$ cat src/design/rbl_params.svh
// Purpose: Constants of the reset boot loader
// Assumes: 100 MHz system clock, all counts in clock cycles
// Notes:   Included by the loader only
`ifndef RBL_PARAMS_SVH
`define RBL_PARAMS_SVH

// Boot mode codes
`define RBL_MODE_EXT       3'h0
`define RBL_MODE_FLASH     3'h1
`define RBL_MODE_SPI8      3'h2
`define RBL_MODE_SPI16     3'h3

// Start addresses
`define RBL_EXT_START      32'h0200_0000
`define RBL_L2_BASE        32'h0000_0000

// Flash bank 0 timing, cycles
`define RBL_FL_SETUP       5'h04
`define RBL_FL_ACCESS      5'h0F
`define RBL_FL_HOLD        5'h03

// Serial boot memory
`define RBL_SPI_READ_CMD   8'h03
`define RBL_SPI_ADDR       16'h0000
`define RBL_SPI_HALF       3'h4

// Load sequence
`define RBL_LEN_BYTES      3'h4
`define RBL_SETTLE         5'h02
`define RBL_FIFO_DEPTH     4
`define RBL_L2_AW          24

`endif

$ cat src/design/rbl_pkg.sv
// Purpose: Types of the reset boot loader
// Assumes: Constants come from rbl_params.svh
// Notes:   States carry no codes
`default_nettype none

package rbl_pkg;

    typedef enum logic [3:0] {
        ST_SETTLE,
        ST_DISPATCH,
        ST_CMD,
        ST_SPI_BYTE,
        ST_FL_SETUP,
        ST_FL_ACCESS,
        ST_FL_HOLD,
        ST_STORE,
        ST_DRAIN,
        ST_RUN,
        ST_ERROR
    } rbl_state_e;

    typedef struct packed {
        logic        valid;
        logic [23:0] addr;
        logic [7:0]  data;
    } rbl_l2_wr_s;

endpackage

`default_nettype wire

$ cat src/design/rbl_fifo.sv
// Purpose: Small synchronous FIFO between byte fetch and memory writes
// Assumes: Single clock, DEPTH a power of two
// Notes:   Flush empties it in one cycle
`timescale 1ns/1ps
`default_nettype none

module rbl_fifo #(
    parameter int WIDTH = 8,
    parameter int DEPTH = 4
) (
    // Clock and reset
    input  wire logic             clock_i,
    input  wire logic             rst_i,
    input  wire logic             flush_i,
    // Fill side
    input  wire logic             in_valid_i,
    output logic                  in_ready_o,
    input  wire logic [WIDTH-1:0] in_data_i,
    // Drain side
    output logic                  out_valid_o,
    input  wire logic             out_ready_i,
    output logic [WIDTH-1:0]      out_data_o
);
    localparam int AW = $clog2(DEPTH);

    logic [WIDTH-1:0] mem_q [DEPTH];
    logic [AW-1:0]    wr_ptr_q;
    logic [AW-1:0]    rd_ptr_q;
    logic [AW:0]      count_q;
    logic             push;
    logic             pop;

    assign in_ready_o  = (count_q != DEPTH[AW:0]);
    assign out_valid_o = (count_q != '0);
    assign out_data_o  = mem_q[rd_ptr_q];
    assign push        = in_valid_i && in_ready_o;
    assign pop         = out_valid_o && out_ready_i;

    always_ff @(posedge clock_i) begin
        if (push) begin
            mem_q[wr_ptr_q] <= in_data_i;
        end
    end

    always_ff @(posedge clock_i) begin
        if (rst_i || flush_i) begin
            wr_ptr_q <= '0;
            rd_ptr_q <= '0;
            count_q  <= '0;
        end else begin
            if (push) begin
                wr_ptr_q <= wr_ptr_q + 1'b1;
            end
            if (pop) begin
                rd_ptr_q <= rd_ptr_q + 1'b1;
            end
            if (push && !pop) begin
                count_q <= count_q + 1'b1;
            end else if (pop && !push) begin
                count_q <= count_q - 1'b1;
            end
        end
    end

endmodule

`default_nettype wire

$ cat src/design/rbl_loader.sv
// Purpose: Reset-time boot sequencer: run external or load second level memory
// Assumes: Boot pins, flash data and serial input are asynchronous pins
// Notes:   Count header is little-endian, four bytes
//
// Function
// - Decode boot code: 000 external, 001 flash, 010/011 serial, rest reserved.
// - Capture boot code on power-on and software resets, act on captured value.
// - External mode skips loading, starts at 0x2000000 with 16-bit packing.
// - Flash boot uses bank 0, setup 4, access 15, hold 3 cycles.
// - One-byte serial mode selects with flag ten, reads from address 0x00.
// - Two-byte serial mode selects with flag ten, reads from address 0x0000.
// - Read four-byte count first, then exactly that many bytes into memory.
// - After load completes, jump to first address of second level memory.
// - Bypass option on software reset jumps straight to second level memory.
`timescale 1ns/1ps
`default_nettype none
`include "rbl_params.svh"

module rbl_loader (
    // Clock and reset
    input  wire logic          clock_i,
    input  wire logic          rst_i,
    // Reset configuration
    input  wire logic          sw_reset_i,
    input  wire logic          bypass_boot_i,
    input  wire logic [2:0]    boot_mode_code_i,
    // Asynchronous bank 0 flash
    output logic               bank0_sel_n_o,
    output logic               flash_rd_n_o,
    output logic [23:0]        flash_addr_o,
    input  wire logic [7:0]    flash_data_i,
    // First serial peripheral port
    output logic               spi_sck_o,
    output logic               spi_mosi_o,
    input  wire logic          spi_miso_i,
    output logic               flag_output_ten_n_o,
    // Second level memory write port
    output rbl_pkg::rbl_l2_wr_s l2_wr_o,
    input  wire logic          l2_ready_i,
    // Core launch
    output logic               core_run_o,
    output logic [31:0]        core_pc_o,
    output logic               ext_pack16_o,
    output logic               boot_error_o
);
    import rbl_pkg::*;

    rbl_state_e state_q;
    logic [2:0]  mode_q;
    logic [4:0]  wait_q;
    logic [2:0]  hdr_q;
    logic [31:0] left_q;
    logic [1:0]  tx_left_q;
    logic [7:0]  sh_q;
    logic [3:0]  bit_q;
    logic [7:0]  byte_q;
    logic [2:0]  div_q;
    logic        sck_q;
    logic        mosi_q;
    logic        cs_n_q;
    logic        sel_n_q;
    logic        rd_n_q;
    logic [23:0] faddr_q;
    logic        run_q;
    logic [31:0] pc_q;
    logic        pack_q;
    logic        err_q;
    rbl_l2_wr_s  l2_q;
    logic [23:0] l2_next_q;

    // Pin synchronisers
    logic [2:0]  mode_m_q;
    logic [2:0]  mode_s_q;
    logic [7:0]  fdat_m_q;
    logic [7:0]  fdat_s_q;
    logic        miso_m_q;
    logic        miso_s_q;

    logic        spi_active;
    logic        spi_tick;
    logic        fifo_in_valid;
    logic        fifo_in_ready;
    logic        fifo_out_valid;
    logic        fifo_out_ready;
    logic [7:0]  fifo_out_data;
    logic [31:0] len_next;

    function automatic rbl_state_e fetch_state(input logic [2:0] mode);
        fetch_state = (mode == `RBL_MODE_FLASH) ? ST_FL_SETUP : ST_SPI_BYTE;
    endfunction

    assign spi_active    = (state_q == ST_CMD) || (state_q == ST_SPI_BYTE);
    assign spi_tick      = spi_active && (div_q == `RBL_SPI_HALF - 3'h1);
    assign fifo_in_valid = (state_q == ST_STORE) && (hdr_q == 3'h0);
    assign fifo_out_ready = !l2_q.valid || l2_ready_i;
    assign len_next      = {byte_q, left_q[31:8]};

    always_ff @(posedge clock_i) begin
        mode_m_q <= boot_mode_code_i;
        mode_s_q <= mode_m_q;
        fdat_m_q <= flash_data_i;
        fdat_s_q <= fdat_m_q;
        miso_m_q <= spi_miso_i;
        miso_s_q <= miso_m_q;
    end

    // Serial clock enable divider
    always_ff @(posedge clock_i) begin
        if (rst_i || !spi_active || spi_tick) begin
            div_q <= 3'h0;
        end else begin
            div_q <= div_q + 3'h1;
        end
    end

    always_ff @(posedge clock_i) begin
        if (rst_i) begin
            state_q   <= ST_SETTLE;
            mode_q    <= 3'h0;
            wait_q    <= `RBL_SETTLE;
            hdr_q     <= 3'h0;
            left_q    <= 32'h0000_0000;
            tx_left_q <= 2'h0;
            sh_q      <= 8'h00;
            bit_q     <= 4'h0;
            byte_q    <= 8'h00;
            sck_q     <= 1'b0;
            mosi_q    <= 1'b0;
            cs_n_q    <= 1'b1;
            sel_n_q   <= 1'b1;
            rd_n_q    <= 1'b1;
            faddr_q   <= 24'h00_0000;
            run_q     <= 1'b0;
            pc_q      <= 32'h0000_0000;
            pack_q    <= 1'b0;
            err_q     <= 1'b0;
        end else if (sw_reset_i) begin
            cs_n_q  <= 1'b1;
            sel_n_q <= 1'b1;
            rd_n_q  <= 1'b1;
            sck_q   <= 1'b0;
            mosi_q  <= 1'b0;
            pack_q  <= 1'b0;
            err_q   <= 1'b0;
            faddr_q <= 24'h00_0000;
            if (bypass_boot_i) begin
                run_q   <= 1'b1;
                pc_q    <= `RBL_L2_BASE;
                state_q <= ST_RUN;
            end else begin
                run_q   <= 1'b0;
                wait_q  <= `RBL_SETTLE;
                state_q <= ST_SETTLE;
            end
        end else begin
            case (state_q)
                ST_SETTLE: begin
                    if (wait_q == 5'h00) begin
                        mode_q  <= mode_s_q;
                        state_q <= ST_DISPATCH;
                    end else begin
                        wait_q <= wait_q - 5'h01;
                    end
                end
                ST_DISPATCH: begin
                    hdr_q <= `RBL_LEN_BYTES;
                    case (mode_q)
                        `RBL_MODE_EXT: begin
                            pc_q    <= `RBL_EXT_START;
                            pack_q  <= 1'b1;
                            run_q   <= 1'b1;
                            state_q <= ST_RUN;
                        end
                        `RBL_MODE_FLASH: begin
                            wait_q  <= `RBL_FL_SETUP - 5'h01;
                            sel_n_q <= 1'b0;
                            state_q <= ST_FL_SETUP;
                        end
                        `RBL_MODE_SPI8, `RBL_MODE_SPI16: begin
                            cs_n_q    <= 1'b0;
                            sh_q      <= `RBL_SPI_READ_CMD;
                            mosi_q    <= 1'(`RBL_SPI_READ_CMD >> 7);
                            bit_q     <= 4'h0;
                            tx_left_q <= (mode_q == `RBL_MODE_SPI8) ? 2'h1 : 2'h2;
                            state_q   <= ST_CMD;
                        end
                        default: begin
                            err_q   <= 1'b1;
                            state_q <= ST_ERROR;
                        end
                    endcase
                end
                ST_CMD, ST_SPI_BYTE: begin
                    if (spi_tick && !sck_q) begin
                        sck_q <= 1'b1;
                        sh_q  <= {sh_q[6:0], miso_s_q};
                        bit_q <= bit_q + 4'h1;
                    end else if (spi_tick) begin
                        sck_q <= 1'b0;
                        if (bit_q != 4'h8) begin
                            mosi_q <= sh_q[7];
                        end else begin
                            bit_q <= 4'h0;
                            if (state_q == ST_SPI_BYTE) begin
                                byte_q  <= sh_q;
                                state_q <= ST_STORE;
                            end else if (tx_left_q == 2'h0) begin
                                sh_q    <= 8'h00;
                                mosi_q  <= 1'b0;
                                state_q <= ST_SPI_BYTE;
                            end else begin
                                tx_left_q <= tx_left_q - 2'h1;
                                if (tx_left_q == 2'h2) begin
                                    sh_q   <= 8'(`RBL_SPI_ADDR >> 8);
                                    mosi_q <= 1'(`RBL_SPI_ADDR >> 15);
                                end else begin
                                    sh_q   <= 8'(`RBL_SPI_ADDR);
                                    mosi_q <= 1'(`RBL_SPI_ADDR >> 7);
                                end
                            end
                        end
                    end
                end
                ST_FL_SETUP: begin
                    if (wait_q == 5'h00) begin
                        rd_n_q  <= 1'b0;
                        wait_q  <= `RBL_FL_ACCESS - 5'h01;
                        state_q <= ST_FL_ACCESS;
                    end else begin
                        wait_q <= wait_q - 5'h01;
                    end
                end
                ST_FL_ACCESS: begin
                    if (wait_q == 5'h00) begin
                        byte_q  <= fdat_s_q;
                        rd_n_q  <= 1'b1;
                        wait_q  <= `RBL_FL_HOLD - 5'h01;
                        state_q <= ST_FL_HOLD;
                    end else begin
                        wait_q <= wait_q - 5'h01;
                    end
                end
                ST_FL_HOLD: begin
                    if (wait_q == 5'h00) begin
                        sel_n_q <= 1'b1;
                        faddr_q <= faddr_q + 24'h00_0001;
                        state_q <= ST_STORE;
                    end else begin
                        wait_q <= wait_q - 5'h01;
                    end
                end
                ST_STORE: begin
                    sh_q <= 8'h00;
                    if (hdr_q != 3'h0) begin
                        left_q <= len_next;
                        hdr_q  <= hdr_q - 3'h1;
                        if (hdr_q == 3'h1 && len_next == 32'h0000_0000) begin
                            state_q <= ST_DRAIN;
                        end else begin
                            state_q <= fetch_state(mode_q);
                        end
                    end else if (fifo_in_ready) begin
                        left_q <= left_q - 32'h0000_0001;
                        if (left_q == 32'h0000_0001) begin
                            state_q <= ST_DRAIN;
                        end else begin
                            state_q <= fetch_state(mode_q);
                        end
                    end
                    if (state_q == ST_STORE && mode_q == `RBL_MODE_FLASH) begin
                        wait_q  <= `RBL_FL_SETUP - 5'h01;
                        sel_n_q <= (hdr_q == 3'h0 && !fifo_in_ready) ||
                                   (hdr_q == 3'h1 && len_next == 32'h0000_0000) ||
                                   (hdr_q == 3'h0 && left_q == 32'h0000_0001);
                    end
                end
                ST_DRAIN: begin
                    cs_n_q <= 1'b1;
                    if (!fifo_out_valid && !l2_q.valid) begin
                        pc_q    <= `RBL_L2_BASE;
                        run_q   <= 1'b1;
                        state_q <= ST_RUN;
                    end
                end
                ST_RUN, ST_ERROR: begin
                    state_q <= state_q;
                end
                default: begin
                    state_q <= ST_ERROR;
                end
            endcase
        end
    end

    // Memory write stage
    always_ff @(posedge clock_i) begin
        if (rst_i || sw_reset_i) begin
            l2_q      <= '0;
            l2_next_q <= 24'(`RBL_L2_BASE);
        end else if (fifo_out_ready) begin
            l2_q.valid <= fifo_out_valid;
            if (fifo_out_valid) begin
                l2_q.addr <= l2_next_q;
                l2_q.data <= fifo_out_data;
                l2_next_q <= l2_next_q + 24'h00_0001;
            end
        end
    end

    rbl_fifo #(
        .WIDTH (8),
        .DEPTH (`RBL_FIFO_DEPTH)
    ) u_fifo (
        .clock_i     (clock_i),
        .rst_i       (rst_i),
        .flush_i     (sw_reset_i),
        .in_valid_i  (fifo_in_valid),
        .in_ready_o  (fifo_in_ready),
        .in_data_i   (byte_q),
        .out_valid_o (fifo_out_valid),
        .out_ready_i (fifo_out_ready),
        .out_data_o  (fifo_out_data)
    );

    assign bank0_sel_n_o       = sel_n_q;
    assign flash_rd_n_o        = rd_n_q;
    assign flash_addr_o        = faddr_q;
    assign spi_sck_o           = sck_q;
    assign spi_mosi_o          = mosi_q;
    assign flag_output_ten_n_o = cs_n_q;
    assign l2_wr_o             = l2_q;
    assign core_run_o          = run_q;
    assign core_pc_o           = pc_q;
    assign ext_pack16_o        = pack_q;
    assign boot_error_o        = err_q;

endmodule

`default_nettype wire

$ cat config.mk
export PLATFORM = sky130hd
export DESIGN_NAME = rbl_loader
export DESIGN_NICKNAME = d
export VERILOG_FILES = /design/src/design/rbl_pkg.sv /design/src/design/rbl_fifo.sv /design/src/design/rbl_loader.sv
export VERILOG_INCLUDE_DIRS = /design/src /design/src/design
export SDC_FILE = /design/constraint.sdc
export NUM_CORES = 1
export LEC_CHECK = 0
export ABC_AREA = 1
export BUFFER_PORTS_ARGS = -buffer_cell sky130_fd_sc_hd__buf_2
export CAP_MARGIN = 20
export CORE_AREA = 8 8 163 165
export DETAILED_ROUTE_END_ITERATION = 12
export DIE_AREA = 0 0 171 173
export HOLD_SLACK_MARGIN = 0.08
export PLACE_DENSITY_LB_ADDON = 0.15
export SLEW_MARGIN = 5
export SYNTH_ARGS = -nofsm -noshare
export SYNTH_HDL_FRONTEND = slang
export SYNTH_SLANG_ARGS = --single-unit
$ cat constraint.sdc
create_clock -name clock_i -period 3 [get_ports clock_i]
set_input_delay 0.15 -clock clock_i [delete_from_list [all_inputs] [get_ports clock_i]]
set_output_delay 0.15 -clock clock_i [all_outputs]
set_load 0.01 [all_outputs]
==> results.md <==
- Outcome: completed
- Setup CP Type: reg2reg
- Detailed placer's ending HPWL: 20300 um
- Share of layout cells above drive strength 1: 9.73%
- Post-synth EDFFs: 32
- Setup TNS: 0 ps
- Worst ir drop on vdd: 0.414 mV
- CP max FO: 13
- Total track usage: 18.7%
- Yosys reg bits: 225
- Fin crit period: 2330 ps
- Power density cells: 654 mW/mm^2
- Rel. slew slack: 35.3%
- CTS Hold Bufs: 16
- Final setup vio count: 0
- Starting density of the core: 46.0%
- Final worst-path cycle share: 77.7%
- Register-to-Register Path Depth: 11
- Pins Over Slew Limit: 0
- Die area: 0.0296 mm^2
- # nets final: 1661
- Post-DP Area: 0.0116 mm^2
- Clock Path Buffers: 3
- R2r endpoint: flash_addr_o[11]
- Sequential element share of the synthesized area: 43.8%
- R2R Path Start: wait_q[0]
- Worst-skew pair later-pin latency: 530 ps
- FMAX: 429 MHz
- Async SR Flop Fraction: 0%
- Core Util, Final: 52.7%
- GRT overflow: 0
- Die Y-Extent: 173 um
- Post-Layout Cell Count: 1968
- Row count: 57
- Drt initial violations: 644
- Routed len/inst: 14.3 um
- Final Skew: 15.0 ps
- WHS Path Cells: 6
- Post_cts resized: 0
- IO Pins: 114
- Placer Congestion: 0.902
- Register-to-register setup slack: 670 ps
- Initial antenna violation count: 0
- TritonCTS clock tree: done
- CP required: 3420 ps
- Final std cell area, no fill: 0.0126 mm^2
- Vias: 9944
- Max-cap violations: 0
- P&R area growth vs syn: 14.7%
- Fillcell total: 2433
- Final Hold Vio Count: 0
- RSZ-0062 raised after global routing: no
- H-tree depth: 1
- CTS buffer count: 25
- Critical Path AT: 2750 ps
- First-pass GRT wire length: 46600 um
- Vias per std cell: 5.05
- Register clock-pin slew on the reported worst setup and hold paths: 60 ps
- Startpoint Class: register
- Die width: 171 um
- Top FF cell, synth: dfxtp_1
- Largest net degree at the start of global routing: 71
- Clk root buf: clkbuf_16
- Tightest Pin Transition: 970 ps
- Synth unique cells: 46
- Min-delay worst type: in2reg
- Vias in the first global route: 9438
- Setup crit end kind: register
- Post-synthesis instance area: 0.0110 mm^2
- Sink Count: 225
- Avg Inst Size Synth: 7.18 um^2
- TritonRoute pass-1 iters: 6
- Post-CTS Setup Repair Bufs: 0
- Synth warn: 0
- Drt drc: 0
- Diode count: 0
- Core ar.: 0.0240 mm^2
- Cells after DPL: 1906
- Mapped Cells: 1535
- Leakage Power: 5.37 nW
- Detailed Route WL: 28200 um
- # port buffers: 82
- Min-Delay Endpoint: l2_wr_o[32]
- Antenna-violating nets left: 0
- Worst Hold Launch: l2_ready_i
==> power by group <==
group | internal [mW] | leakage [nW] | total [mW] | switching (mW)
sequential | 3.22 | 1.89 | 3.33 | 0.115
combinational | 0.507 | 3.06 | 1.75 | 1.24
clock | 1.93 | 0.416 | 3.18 | 1.25
==> cells in the final DEF (no fill, tap or decap), types with 23 or more instances in the layout <==
master,Yosys,final
xor2_1,23,23
nand2_1,301,301
nor3_1,42,42
nand3_1,73,73
buf_2,7,82
nor2_1,211,210
clkbuf_16,0,25
a21oi_1,143,143
inv_1,179,179
dfxtp_1,193,193
conb_1,1,31
edfxtp_1,32,32
o21ai_0,137,137
==> layer usage <==
| metal | part of all wire (%) | global-route usage (%) |
|---|---|---|
| met2 | 47 | 31.9 |
| met1 | 46 | 24.1 |
| met5 | 0 | 0 |
| met3 | 4.7 | 2.44 |
| met4 | 2.8 | 5.76 |
==> worst max-delay path by stage <==
stage,from,endpoint,slack (ps),cells after the start
2_1_floorplan,u_fifo.count_q[0],u_fifo.count_q[2],750,13
3_3_place_gp,wait_q[0],flash_addr_o[13],760,11
3_5_place_dp,wait_q[0],flash_addr_o[11],690,11
4_1_cts,wait_q[0],flash_addr_o[11],680,11
5_1_grt,wait_q[0],flash_addr_o[13],400,11
6_report,wait_q[0],flash_addr_o[11],670,11
==> critical path: stages, from the launching register on <==
cell	delay [ps]
dfxtp_1	320
inv_1	80
ha_1	190
nand3_1	100
nor2_1	220
nand2_1	360
inv_2	310
nand3_1	130
nor2_1	210
nand2_1	100
o21ai_0	150
a21oi_1	50
==> stage by stage <==
step	power, mW	setup slack [ps]	hold WS, ps
2_1_floorplan	4.65	754	178
3_3_place_gp	5.11	764	252
3_5_place_dp	5.11	691	254
4_1_cts	8.33	683	128
5_1_grt	8.68	397	173
6_report	8.26	669	144
==> sequential cells by signal, summed over array words and instances, names as in the netlist, 2 cells and up <==
signal / count
bit_q: 4
byte_q: 8
div_q: 3
fdat_m_q: 8
fdat_s_q: 8
flash_addr_o: 24
hdr_q: 3
l2_next_q: 24
l2_wr_o: 33
left_q: 32
mode_m_q: 3
mode_q: 3
mode_s_q: 3
sh_q: 8
state_q: 4
tx_left_q: 2
u_fifo.count_q: 3
u_fifo.mem_q: 32
u_fifo.rd_ptr_q: 2
u_fifo.wr_ptr_q: 2
wait_q: 5
==> layout make-up <==
type	count	area, um^2	area share (%)
clock buffer	34	673	5.33
clock inverter	12	180	1.43
inverter	187	702	5.55
multi-input combinational	1073	5170	40.9
sequential	225	4820	38.2
tap	324	405	3.21
timing repair buffer	113	683	5.41
==> cell families (layout without fill, tap and decap cells) <==
group                    count (synthesis)  count (layout)  synth area share [%]
adder cells (fa/ha/maj)                 19              19                  2.23
AO/OA/AOI/OAI                          327             327                  15.8
AND/OR/NAND/NOR                        669             669                  25.5
buffers and inverters                  267             346                  10.4
other                                    1              31                0.0340
XOR/XNOR                                27              27                  2.15
flip-flops                             225             225                  43.8
==> synth_stat cells (4+ instances only) <==
cell type,n,area (um^2)
edfxtp_1,32,961
nand3_1,73,365
ha_1,18,225
nor3_1,42,210
clkbuf_1,35,131
nor2_1,211,792
o22ai_1,6,37.5
inv_2,7,26.3
buf_4,32,240
buf_2,7,35.0
nor2_2,5,31.3
xor2_1,23,201
xnor2_1,4,35.0
nand2_1,301,1130
dfxtp_1,193,3860
nor2_4,4,45.0
buf_1,4,15.0
nand4_1,16,100
inv_1,179,672
a21oi_1,143,716
a31oi_1,12,75.1
o211a_1,4,40.0
nand2_2,4,25.0
o21ai_0,137,686
a211oi_1,8,60.1
Note: power is estimated with default switching activity, not from simulation.
